==> config.mk <==
export PLATFORM = sky130hd
export DESIGN_NAME = gpio_alt_function_mux
export DESIGN_NICKNAME = d
export VERILOG_FILES = /design/src/design/gpio_mux_pkg.sv /design/src/design/gpio_alt_function_mux.sv /design/src/design/gpio_pin_cell.sv
export SDC_FILE = /design/constraint.sdc
export NUM_CORES = 1
export LEC_CHECK = 0
export CAP_MARGIN = 20
export CORE_MARGIN = 3
export CORE_UTILIZATION = 60
export DETAILED_ROUTE_END_ITERATION = 8
export DONT_BUFFER_PORTS = 1
export PLACE_DENSITY = 0.75
export SLEW_MARGIN = 40
export SYNTH_ARGS = -nofsm -noshare
export SYNTH_HDL_FRONTEND = slang
export SYNTH_SLANG_ARGS = --single-unit
==> constraint.sdc <==
create_clock -name mclk -period 3.2 [get_ports mclk]
set_input_delay 0.48 -clock mclk [delete_from_list [all_inputs] [get_ports mclk]]
set_output_delay 0.48 -clock mclk [all_outputs]
set_load 0.01 [all_outputs]
==> src/design/gpio_mux_pkg.sv <==
// Shared constants and carriers for the lower general-purpose pin bank.
// Assumes one core clock and an active-high asynchronous reset.
//
// Contract
// - Low parking request parks the mirror array; never powers it down. The design ignores it until boot ends.
// - Pin 04 glasses function: one selects left eye, zero right eye.
// - Pin 04 may act as second active-low aux chip select.
// - Pin 03 acts as first active-low aux chip select.
// - Pin 01 drives the aux serial clock.
// - Pin 02 drives the aux serial data out.
// - Pin 00 receives the aux serial data in.
// - During boot, pins 01 and 02 are sampled as lane straps.
// - Strap code pin02:pin01 gives lanes 00=1, 01=2, 10=3, 11=4.
// - After strap sampling pins 01 and 02 resume serial outputs.
// - Each pin configurable as input, output, bidirectional or open-drain.
// - Software selects general-purpose use or each alternate use.
// - Pin 11 thermistor option drives thermistor power enable.
// - Pin 10 alternate option drives the thermistor charge network.

package gpio_mux_pkg;

	// ========================================
	// Bank geometry and pin roles
	localparam int NUM_PINS = 12;
	localparam int PIN_SER_IN = 0;
	localparam int PIN_SER_CLK = 1;
	localparam int PIN_SER_OUT = 2;
	localparam int PIN_SEL0 = 3;
	localparam int PIN_GLASSES = 4;
	localparam int PIN_PARK = 8;
	localparam int PIN_CHARGE = 10;
	localparam int PIN_THERM = 11;

	// ========================================
	// Pin electrical modes
	localparam logic [1:0] MODE_INPUT = 2'h0;
	localparam logic [1:0] MODE_OUTPUT = 2'h1;
	localparam logic [1:0] MODE_BIDIR = 2'h2;
	localparam logic [1:0] MODE_OPEN_DRAIN = 2'h3;

	// ========================================
	// Pin function selects
	localparam logic [1:0] FUNC_GPIO = 2'h0;
	localparam logic [1:0] FUNC_ALT_A = 2'h1;
	localparam logic [1:0] FUNC_ALT_B = 2'h2;

	// ========================================
	// Strap timing and reset values
	localparam int CLK_PERIOD_NS = 50;
	localparam int STRAP_SETTLE_NS = 1000;
	localparam int STRAP_SETTLE_CYC =
		(STRAP_SETTLE_NS + CLK_PERIOD_NS - 1) / CLK_PERIOD_NS;
	localparam logic [1:0] STRAP_RESET = 2'h0;
	localparam logic [2:0] LANES_RESET = 3'h1;

	// Per-pin configuration from software
	typedef struct packed {
		logic [1:0] func;
		logic [1:0] mode;
	} pin_cfg_s;

	// Boot sequencing
	typedef enum logic [1:0] {
		BOOT_IDLE = 2'b00,
		BOOT_SETTLE = 2'b01,
		BOOT_RUN = 2'b10
	} boot_state_e;

endpackage

==> src/design/gpio_alt_function_mux.sv <==
// Lower pin bank mux: alternate functions, boot lane straps, park input.
// Assumes pads are resolved outside; all inputs synchronous to mclk.
`timescale 1ns/1ps
`default_nettype none

module gpio_alt_function_mux #(
	parameter int SETTLE_CYCLES = gpio_mux_pkg::STRAP_SETTLE_CYC
) (
	// Clock and reset
	input wire logic mclk,
	input wire logic rst,
	// Software configuration
	input wire gpio_mux_pkg::pin_cfg_s [11:0] pin_cfg,
	input wire logic [11:0] gpio_out_val,
	input wire logic [11:0] gpio_out_dir,
	// Aux serial engine
	input wire logic aux_serial_clock,
	input wire logic aux_serial_out,
	input wire logic aux_select0_n,
	input wire logic aux_select1_n,
	output logic aux_serial_in,
	// Thermistor and glasses sources
	input wire logic thermistor_power_en,
	input wire logic thermistor_charge_drive,
	input wire logic shutter_left,
	// Pads
	input wire logic [11:0] pad_in,
	output logic [11:0] pad_out,
	output logic [11:0] pad_oe,
	// Status
	output logic [11:0] gpio_in_val,
	output logic mirror_park,
	output logic strap_done,
	output logic [2:0] lane_count
);

	// ========================================
	// Elaboration check
	if (SETTLE_CYCLES < 1) begin : g_bad_settle
		$error("SETTLE_CYCLES must be at least one");
	end
	if (SETTLE_CYCLES > 65535) begin : g_big_settle
		$error("SETTLE_CYCLES must fit the settle counter");
	end

	gpio_mux_pkg::boot_state_e boot_state;
	gpio_mux_pkg::boot_state_e next_boot_state;
	logic [15:0] settle_cnt;
	logic [11:0] alt_a_ok;
	logic [11:0] alt_b_ok;
	logic [11:0] alt_val;
	logic [11:0] alt_oe;
	logic [11:0] use_alt;
	logic [11:0] force_in;
	logic booting;

	assign booting = (boot_state != gpio_mux_pkg::BOOT_RUN);

	// ========================================
	// Boot sequencer
	always_comb begin
		next_boot_state = boot_state;
		case (boot_state)
			gpio_mux_pkg::BOOT_IDLE: begin
				next_boot_state = gpio_mux_pkg::BOOT_SETTLE;
			end
			gpio_mux_pkg::BOOT_SETTLE: begin
				if (settle_cnt == 16'(SETTLE_CYCLES - 1)) begin
					next_boot_state = gpio_mux_pkg::BOOT_RUN;
				end
			end
			gpio_mux_pkg::BOOT_RUN: begin
				next_boot_state = gpio_mux_pkg::BOOT_RUN;
			end
			default: begin
				next_boot_state = gpio_mux_pkg::BOOT_IDLE;
			end
		endcase
	end

	// State register
	always_ff @(posedge mclk or posedge rst) begin
		if (rst) begin
			boot_state <= gpio_mux_pkg::BOOT_IDLE;
		end else begin
			boot_state <= next_boot_state;
		end
	end

	// Settle counter for strap resistors
	always_ff @(posedge mclk or posedge rst) begin
		if (rst) begin
			settle_cnt <= 16'h0000;
		end else if (boot_state == gpio_mux_pkg::BOOT_SETTLE) begin
			settle_cnt <= settle_cnt + 16'h0001;
		end
	end

	// ========================================
	// Strap capture, once per boot
	always_ff @(posedge mclk or posedge rst) begin
		if (rst) begin
			lane_count <= gpio_mux_pkg::LANES_RESET;
			strap_done <= 1'b0;
		end else if (boot_state == gpio_mux_pkg::BOOT_SETTLE &&
				next_boot_state == gpio_mux_pkg::BOOT_RUN) begin
			lane_count <= {1'b0, pad_in[2], pad_in[1]} + 3'h1;
			strap_done <= 1'b1;
		end
	end

	// ========================================
	// Alternate function table
	always_comb begin
		alt_a_ok = 12'h000;
		alt_b_ok = 12'h000;
		alt_val = 12'h000;
		alt_oe = 12'h000;
		// Aux serial data in, receive only
		alt_a_ok[gpio_mux_pkg::PIN_SER_IN] = 1'b1;
		// Aux serial clock out
		alt_a_ok[gpio_mux_pkg::PIN_SER_CLK] = 1'b1;
		alt_val[gpio_mux_pkg::PIN_SER_CLK] = aux_serial_clock;
		alt_oe[gpio_mux_pkg::PIN_SER_CLK] = 1'b1;
		// Aux serial data out
		alt_a_ok[gpio_mux_pkg::PIN_SER_OUT] = 1'b1;
		alt_val[gpio_mux_pkg::PIN_SER_OUT] = aux_serial_out;
		alt_oe[gpio_mux_pkg::PIN_SER_OUT] = 1'b1;
		// First chip select
		alt_a_ok[gpio_mux_pkg::PIN_SEL0] = 1'b1;
		alt_val[gpio_mux_pkg::PIN_SEL0] = aux_select0_n;
		alt_oe[gpio_mux_pkg::PIN_SEL0] = 1'b1;
		// Glasses shutter or second chip select
		alt_a_ok[gpio_mux_pkg::PIN_GLASSES] = 1'b1;
		alt_b_ok[gpio_mux_pkg::PIN_GLASSES] = 1'b1;
		alt_oe[gpio_mux_pkg::PIN_GLASSES] = 1'b1;
		if (pin_cfg[gpio_mux_pkg::PIN_GLASSES].func ==
				gpio_mux_pkg::FUNC_ALT_B) begin
			alt_val[gpio_mux_pkg::PIN_GLASSES] = aux_select1_n;
		end else begin
			alt_val[gpio_mux_pkg::PIN_GLASSES] = shutter_left;
		end
		// Park request, input only
		alt_a_ok[gpio_mux_pkg::PIN_PARK] = 1'b1;
		// Thermistor charge drive
		alt_a_ok[gpio_mux_pkg::PIN_CHARGE] = 1'b1;
		alt_val[gpio_mux_pkg::PIN_CHARGE] = thermistor_charge_drive;
		alt_oe[gpio_mux_pkg::PIN_CHARGE] = 1'b1;
		// Thermistor power enable
		alt_a_ok[gpio_mux_pkg::PIN_THERM] = 1'b1;
		alt_val[gpio_mux_pkg::PIN_THERM] = thermistor_power_en;
		alt_oe[gpio_mux_pkg::PIN_THERM] = 1'b1;
	end

	// ========================================
	// Function selection and pin cells
	for (genvar i = 0; i < gpio_mux_pkg::NUM_PINS; i++) begin : g_pin
		// Unavailable selects fall back to general-purpose use
		assign use_alt[i] =
			(pin_cfg[i].func == gpio_mux_pkg::FUNC_ALT_A && alt_a_ok[i]) ||
			(pin_cfg[i].func == gpio_mux_pkg::FUNC_ALT_B && alt_b_ok[i]);
		// Strap pins float while booting
		if (i == gpio_mux_pkg::PIN_SER_CLK ||
				i == gpio_mux_pkg::PIN_SER_OUT) begin : g_strap
			assign force_in[i] = booting;
		end else begin : g_plain
			assign force_in[i] = 1'b0;
		end
		gpio_pin_cell u_cell (
			.mclk(mclk),
			.rst(rst),
			.mode(pin_cfg[i].mode),
			.use_alt(use_alt[i]),
			.force_in(force_in[i]),
			.gpio_val(gpio_out_val[i]),
			.gpio_dir(gpio_out_dir[i]),
			.alt_val(alt_val[i]),
			.alt_oe(alt_oe[i]),
			.pad_out(pad_out[i]),
			.pad_oe(pad_oe[i])
		);
	end

	// ========================================
	// Input capture and park request
	always_ff @(posedge mclk or posedge rst) begin
		if (rst) begin
			gpio_in_val <= 12'h000;
			aux_serial_in <= 1'b1;
			mirror_park <= 1'b0;
		end else begin
			gpio_in_val <= pad_in;
			aux_serial_in <= use_alt[gpio_mux_pkg::PIN_SER_IN] ?
				pad_in[gpio_mux_pkg::PIN_SER_IN] : 1'b1;
			// Park only, no power-down path; honoured after boot
			mirror_park <= ~booting &&
				use_alt[gpio_mux_pkg::PIN_PARK] &&
				~pad_in[gpio_mux_pkg::PIN_PARK];
		end
	end

	// ========================================
	// Checks
	chk_park_follows_pin: assert property (
		@(posedge mclk) disable iff (rst)
		(~booting && use_alt[8] && ~pad_in[8]) |=> mirror_park)
		else $error("park request not honoured");

	chk_shutter_drive: assert property (
		@(posedge mclk) disable iff (rst)
		(pin_cfg[4].func == gpio_mux_pkg::FUNC_ALT_A)
		|=> (pad_oe[4] && pad_out[4] == $past(shutter_left)))
		else $error("shutter output wrong");

	chk_select1_drive: assert property (
		@(posedge mclk) disable iff (rst)
		(pin_cfg[4].func == gpio_mux_pkg::FUNC_ALT_B)
		|=> (pad_oe[4] && pad_out[4] == $past(aux_select1_n)))
		else $error("second select wrong");

	chk_select0_drive: assert property (
		@(posedge mclk) disable iff (rst)
		(pin_cfg[3].func == gpio_mux_pkg::FUNC_ALT_A)
		|=> (pad_oe[3] && pad_out[3] == $past(aux_select0_n)))
		else $error("first select wrong");

	chk_clock_drive: assert property (
		@(posedge mclk) disable iff (rst)
		(~booting && pin_cfg[1].func == gpio_mux_pkg::FUNC_ALT_A)
		|=> (pad_oe[1] && pad_out[1] == $past(aux_serial_clock)))
		else $error("serial clock wrong");

	chk_data_out_drive: assert property (
		@(posedge mclk) disable iff (rst)
		(~booting && pin_cfg[2].func == gpio_mux_pkg::FUNC_ALT_A)
		|=> (pad_oe[2] && pad_out[2] == $past(aux_serial_out)))
		else $error("serial data out wrong");

	chk_strap_float: assert property (
		@(posedge mclk) disable iff (rst)
		booting |=> (~pad_oe[1] && ~pad_oe[2]))
		else $error("strap pin driven during boot");

	chk_lane_code: assert property (
		@(posedge mclk) disable iff (rst)
		$rose(strap_done)
		|-> lane_count == {1'b0, $past(pad_in[2]), $past(pad_in[1])} + 3'h1)
		else $error("lane count decode wrong");

	chk_strap_hold: assert property (
		@(posedge mclk) disable iff (rst)
		strap_done |=> (strap_done && $stable(lane_count)))
		else $error("lane strap changed after boot");

	chk_open_drain: assert property (
		@(posedge mclk) disable iff (rst)
		(~use_alt[5] && pin_cfg[5].mode == gpio_mux_pkg::MODE_OPEN_DRAIN)
		|=> (~pad_out[5] && pad_oe[5] == ~$past(gpio_out_val[5])))
		else $error("open drain drive wrong");

	chk_therm_power: assert property (
		@(posedge mclk) disable iff (rst)
		(pin_cfg[11].func == gpio_mux_pkg::FUNC_ALT_A)
		|=> (pad_oe[11] && pad_out[11] == $past(thermistor_power_en)))
		else $error("thermistor power wrong");

	chk_charge_drive: assert property (
		@(posedge mclk) disable iff (rst)
		(pin_cfg[10].func == gpio_mux_pkg::FUNC_ALT_A)
		|=> (pad_oe[10] && pad_out[10] == $past(thermistor_charge_drive)))
		else $error("charge drive wrong");

	chk_park_release: assert property (
		@(posedge mclk) disable iff (rst)
		pad_in[8] |=> ~mirror_park)
		else $error("park without request");

	chk_park_boot: assert property (
		@(posedge mclk) disable iff (rst)
		booting |=> ~mirror_park)
		else $error("park honoured during boot");

	chk_serial_in_float: assert property (
		@(posedge mclk) disable iff (rst)
		use_alt[0] |=> ~pad_oe[0])
		else $error("serial input pin driven");

	chk_serial_in_value: assert property (
		@(posedge mclk) disable iff (rst)
		use_alt[0] |=> (aux_serial_in == $past(pad_in[0])))
		else $error("serial input not passed on");

	chk_lane_before_strap: assert property (
		@(posedge mclk) disable iff (rst)
		~strap_done |-> (lane_count == gpio_mux_pkg::LANES_RESET))
		else $error("lane count moved before strap");

	cov_boot_done: cover property (
		@(posedge mclk) disable iff (rst) $rose(strap_done));
	cov_four_lanes: cover property (
		@(posedge mclk) disable iff (rst) strap_done && lane_count == 3'h4);
	cov_park: cover property (
		@(posedge mclk) disable iff (rst) $rose(mirror_park));
	cov_select1: cover property (
		@(posedge mclk) disable iff (rst)
		pin_cfg[4].func == gpio_mux_pkg::FUNC_ALT_B && ~pad_out[4]);

endmodule // gpio_alt_function_mux

`default_nettype wire

==> src/design/gpio_pin_cell.sv <==
// One pad driver: resolves mode and function into registered drive.
// Assumes pad input is synchronous to mclk; enable high means driving.
`timescale 1ns/1ps
`default_nettype none

module gpio_pin_cell (
	// Clock and reset
	input wire logic mclk,
	input wire logic rst,
	// Configuration
	input wire logic [1:0] mode,
	input wire logic use_alt,
	input wire logic force_in,
	// Drive sources
	input wire logic gpio_val,
	input wire logic gpio_dir,
	input wire logic alt_val,
	input wire logic alt_oe,
	// Pad side
	output logic pad_out,
	output logic pad_oe
);

	logic next_out;
	logic next_oe;

	// ========================================
	// Drive resolution
	always_comb begin
		next_out = 1'b0;
		next_oe = 1'b0;
		if (force_in) begin
			next_oe = 1'b0;
		end else if (use_alt) begin
			next_out = alt_val;
			next_oe = alt_oe;
		end else begin
			case (mode)
				gpio_mux_pkg::MODE_INPUT: begin
					next_oe = 1'b0;
				end
				gpio_mux_pkg::MODE_OUTPUT: begin
					next_out = gpio_val;
					next_oe = 1'b1;
				end
				gpio_mux_pkg::MODE_BIDIR: begin
					next_out = gpio_val;
					next_oe = gpio_dir;
				end
				gpio_mux_pkg::MODE_OPEN_DRAIN: begin
					next_out = 1'b0;
					next_oe = ~gpio_val;
				end
				default: begin
					next_oe = 1'b0;
				end
			endcase
		end
	end

	// Registered pad drive
	always_ff @(posedge mclk or posedge rst) begin
		if (rst) begin
			pad_out <= 1'b0;
			pad_oe <= 1'b0;
		end else begin
			pad_out <= next_out;
			pad_oe <= next_oe;
		end
	end

endmodule // gpio_pin_cell

`default_nettype wire

Yosys cells after proc, flatten, opt, wreduce, memory -nomap -nowiden
Cells that the tools add are included.
- equal/unequal tests: 50
- bitwise logic cells: 14
- multiplexer cells: 48
- add/sub/neg operators: 2
- reduce and logical (&&, ||, !) cells: 29
- operators with widths (operator ; count):
    == test 2 bit, second input constant ; 27
    one-hot mux 1 bit (4 select lines) ; 12
    == test 2 x 1 -> 1 bit, second input constant ; 21
    2-to-1 mux 1 bit ; 34
    logical NOT 2 bit ; 13
    OR reduction 2 bit ; 12
    adder 16 x 1 -> 16 bit, second input constant ; 1
    == test 16 x 5 -> 1 bit, second input constant ; 1
    NOT 1 bit ; 14
    one-hot mux 2 bit (3 select lines) ; 1
    adder 2 x 1 -> 3 bit, second input constant ; 1
    logical AND 1 bit ; 3
    2-to-1 mux 2 bit ; 1
    != test 2 bit, second input constant ; 1
    logical OR 1 bit ; 1
- input port bits: 93
- register bits after elaboration: 60

Longest topological paths before layout
- depth in word-level cells: 5
- mapped depth: 6
- gate-level depth less buffers: 6

Hierarchy
From an unflattened synthesis, not the netlist that was laid out.
- cells, all modules: 295
- area total of the unflattened synthesis: 3240.6 sq um
- by module, submodules not included (module ; instances ; area an instance (sq um) ; cells an instance):
    gpio_pin_cell ; 12 ; 146.4 ; 15
    gpio_alt_function_mux ; 1 ; 1483.9 ; 115

Least setup slack after synthesis
Ideal clock, no wire load.
- kind: register to register
- start point: register settle_cnt[0]
- end point: register lane_count[1]
- required time: 3075 ps
- data arrival time: 1431 ps
- buffers on the path: 0
- period minus slack after synthesis: 1556 ps
- setup time: 125 ps
- stages on the path, launching flop included: 6
- path slack: 1644 ps
- path through: dfrtp_1 -> ha_1 -> nor4b_2 -> nand4_2 -> nor2_4 -> mux2_4
- cells in the longest elaborated chain, start to end: 5
- ends and longest elaborated chain (element ; RTL line ; source):
    start, declared ; gpio_alt_function_mux.sv:48 ; logic [15:0] settle_cnt;
    start signal, assigned ; gpio_alt_function_mux.sv:95 ; settle_cnt <= settle_cnt + 16'h0001;
    == test 16 x 5 -> 1 bit ; gpio_alt_function_mux.sv:68 ; if (settle_cnt == 16'(SETTLE_CYCLES - 1)) begin
    2-to-1 mux 2 bit ; gpio_alt_function_mux.sv:68 ;
    one-hot mux 2 bit (3 select lines) ; gpio_alt_function_mux.sv:63 ; case (boot_state)
    == test 2 bit ; gpio_alt_function_mux.sv:106 ; next_boot_state == gpio_mux_pkg::BOOT_RUN) begin
    logical AND 1 bit ; gpio_alt_function_mux.sv:105 ; end else if (boot_state == gpio_mux_pkg::BOOT_SETTLE &&
    end signal, assigned ; gpio_alt_function_mux.sv:103 ; lane_count <= gpio_mux_pkg::LANES_RESET;
    end signal, assigned ; gpio_alt_function_mux.sv:107 ; lane_count <= {1'b0, pad_in[2], pad_in[1]} + 3'h1;
    end, declared ; gpio_alt_function_mux.sv:34 ; output logic [2:0] lane_count
No other way between the ends.
A chain may end at the register's enable or synchronous reset.

Worst setup path in the final report
Same ends and word-level chain as after synthesis.

==> results.tsv <==
stage	metric	value	unit
critical_path	crit path max fanout	4	
yosys	Synth Area per Inst	11.24	um2
cts	clock insertion delay at the later pin of the skew report	0.34	ns
final_layout	commonest non-fill, non-tap cell in the layout	dfrtp_1	
route	ANT nets after route	0	
outcome	status	finished clean	
floorplan	starting density of the core	62.69	%
yosys	Mapped Area	3000	um2
cts	clk slew on worst S/H paths	0.06	ns
final_layout	layout cells sized above 1	13.79	%
pwr	cell leakage power	1.546	nW
sta	Max Freq	0.5806	GHz
place	Post-DP HPWL	4.161	mm
sta	Slew Limit Headroom	59.17	%
critical_path	Data arrival, critical path	1.94	ns
pwr	combinational share of power	5.9	%
sta	Setup-failing EPs final	0	
global_routing	vias in the first global route	1790	
critical_path	reg-to-reg slack, setup	1.48	ns
cts	Post-CTS Hold Buffers	0	
cts	CTS buffer count	9	
global_routing	initial antenna violation count	0	
critical_path	RR Startpoint	settle_cnt[0]	
critical_path	Startpoint Class	flip-flop	
final_layout	Layout fillers	352	
yosys	Synth warnings	0	
place	Place WS	1.469	ns
cts	CTS H-tree depth	3	
pwr	part of the power in registers	54.4	%
route	DRC viols	0	
sta	setup TNS	0	ns
final_layout	Syn-to-layout area delta	3.420	%
sta	RSZ-0062 raised after global routing	false	
yosys	Yosys reg bits	60	
route	final wirelength	5.255	mm
pwr	VDD IR-drop max	0.3062	mV
final_layout	Layout Nets	376	
place	I/O Buffers	0	
floorplan	DIE WIDTH	76.72	um
final_layout	Layout Utilization	64.84	%
floorplan	die area	5885	um2
worst_hold_path	HP Class	input pin to async pin	
critical_path	reg-to-reg endpoint	lane_count[1]	
place	Inst Count DP	312	
floorplan	Core Region	4786	um2
cts	CTS tree	yes	
place	routability cong.	0.7476	
sta	actual slew at the worst max-slew pin	0.6117	ns
critical_path	worst setup path category	flip-flop to flip-flop	
final_layout	multi-input logic area	1200	um2
pwr	PwrDens	496.7	nW/um2
yosys	cells after synthesis	267	
pwr	P_int	0.001183	W
floorplan	io pins	135	
critical_path	Worst EP required	3.42	ns
pwr	switching power total	0.0003586	W
critical_path	CP endpoint kind	flip-flop	
sta	Hold Vio Cnt, Final	0	
run	Max-Cap Viols	0	
sta	count of final max-slew check failures	0	
sta	clock skew	0.007886	ns
cts	clk root buf	clkbuf_8	
global_routing	GRT Residual Overflow	0	
route	routed vias/inst	5.232	
global_routing	largest net degree at the start of global routing	38	
final_layout	most frequent cells in the layout	dfrtp_1 (58), inv_1 (30), ha_1 (27), nor2_1 (24)	
sta	period utilization	53.82	%
floorplan	row count	25	
sta	final setup margin	1.478	ns
final_layout	FF+latch area	1504	um2
route	DR vias	1716	
final_layout	Non-Filler Instances	328	
yosys	sequential-to-total area share from yosys stat	50.13	%
cts	post-cts sizing count	0	
pwr	Sw Share	23.27	%
critical_path	R2R depth	5	
global_routing	GRT Total Usage	18.78	%
pwr	Clk network pwr share	39.8	%
final_layout	# diodes	0	
cts	Clock Sinks	60	
cts	# Post-CTS Setup Buffers	0	
critical_path	crit path from	settle_cnt[0]	
global_routing	first-pass GRT wire length	8.452	mm
yosys	Post-Synthesis Net Count	387	
cts	Bufs on Longest Clock Path	2	
route	Routed wire per std cell	16.02	um
route	drt initial violations	40	
route	TritonRoute pass-1 iters	4	
yosys	synth unique cells	37	
sta	Tmin final	1.722	ns
floorplan	die height	76.72	um
-- critical path: stages, from the launching register on --
cell and delay [ns]:
dfrtp_1 0.45, ha_1 0.23, nor4b_2 0.24, nand4_2 0.18, nor2_4 0.20, mux2_4 0.31
-- power groups by stage --
| stage | combinational (W) | clock [W] | sequential (W) |
|---|---|---|---|
| floorplan | 0.000127 | 0 | 0.000826 |
| global placement | 0.0000870 | 0 | 0.000853 |
| finish | 0.0000905 | 0.000613 | 0.000838 |
| detailed placement | 0.0000928 | 0 | 0.000852 |
| CTS | 0.0000931 | 0.000628 | 0.000839 |
| global route | 0.000107 | 0.000656 | 0.000841 |
-- synthesized netlist by cell type, drive strengths merged --
| master | n | area, um2 |
|---|---|---|
| xor2 | 3 | 26.28 |
| nor2b | 4 | 25.02 |
| nand3b | 1 | 7.510 |
| xnor2 | 12 | 105.1 |
| dfrtp | 58 | 1451 |
| buf | 24 | 180.2 |
| and3 | 2 | 13.77 |
| and4 | 1 | 10.01 |
| nor4 | 2 | 33.78 |
| nand3 | 6 | 35.03 |
| or2 | 1 | 6.260 |
| nor3 | 3 | 15.01 |
| ha | 27 | 337.8 |
| mux2 | 5 | 63.81 |
| inv | 31 | 116.4 |
| a221oi | 3 | 26.28 |
| nor3b | 1 | 7.510 |
| nand4b | 1 | 23.77 |
| nand4 | 5 | 43.79 |
| nand2 | 12 | 45.04 |
| a211oi | 2 | 15.01 |
| a21oi | 6 | 30.03 |
| nor4b | 2 | 30.03 |
| a22oi | 6 | 45.04 |
| nor2 | 25 | 101.4 |
| nand2b | 7 | 43.79 |
| o211ai | 1 | 7.510 |
| o22ai | 1 | 6.260 |
| mux2i | 6 | 60.06 |
| o21ai | 7 | 35.03 |
| dfstp | 2 | 52.55 |
-- registers in the layout, indices dropped and copies added, names as in the netlist --
name	cells
settle_cnt	16
g_pin.u_cell.pad_oe	12
g_pin.u_cell.pad_out	12
gpio_in_val	12
lane_count	3
boot_state	2
aux_serial_in	1
mirror_park	1
strap_done	1
-- cells by family after synthesis --
kind of cell | after synthesis | synth area share [%]
and+or+nand+nor | 73 | 14.72
DFF | 60 | 50.13
buffers and inverters | 55 | 9.883
adders and majority gates | 27 | 11.26
AOI/OAI and AO/OA | 26 | 5.505
xor gates and xnor gates | 15 | 4.379
muxes | 11 | 4.128
-- per-layer routing --
metal | up-vias | share of wire [%] | global-route usage, %
li1 | 836 | - | -
met1 | 805 | 38 | 20.68
met2 | 65 | 52 | 31.01
met3 | 10 | 8.2 | 8.803
met4 | 0 | 1.8 | 8.152
met5 | - | 0 | 0
-- worst max path at each step --
stage | cells past startpoint | to | slack (ns)
2_1_floorplan | 1 | boot_state[0] | 1.24
3_3_place_gp | 5 | lane_count[1] | 1.49
3_5_place_dp | 5 | lane_count[1] | 1.47
4_1_cts | 5 | lane_count[1] | 1.45
5_1_grt | 5 | lane_count[1] | 1.33
6_report | 5 | lane_count[1] | 1.48
-- metrics by stage --
step,power (W),hold WS (ns),area [um2]
floorplan,0.0009533,0.4466,3000
global placement,0.0009402,0.4620,2919
detailed placement,0.0009448,0.4723,2919
CTS,0.001560,0.1588,3102
global route,0.001603,0.1208,3103
finish,0.001541,0.07628,3103
-- area by class of cell --
cell class                 count  area share, %
timing repair buffer           2         0.4839
tap                           67          2.702
clock buffer                  14          5.565
inverter                      31          3.790
clock inverter                 2         0.3226
sequential                    60          48.47
multi-input combinational    152          38.67
No activity file was read; power rests on OpenSTA's default activity.
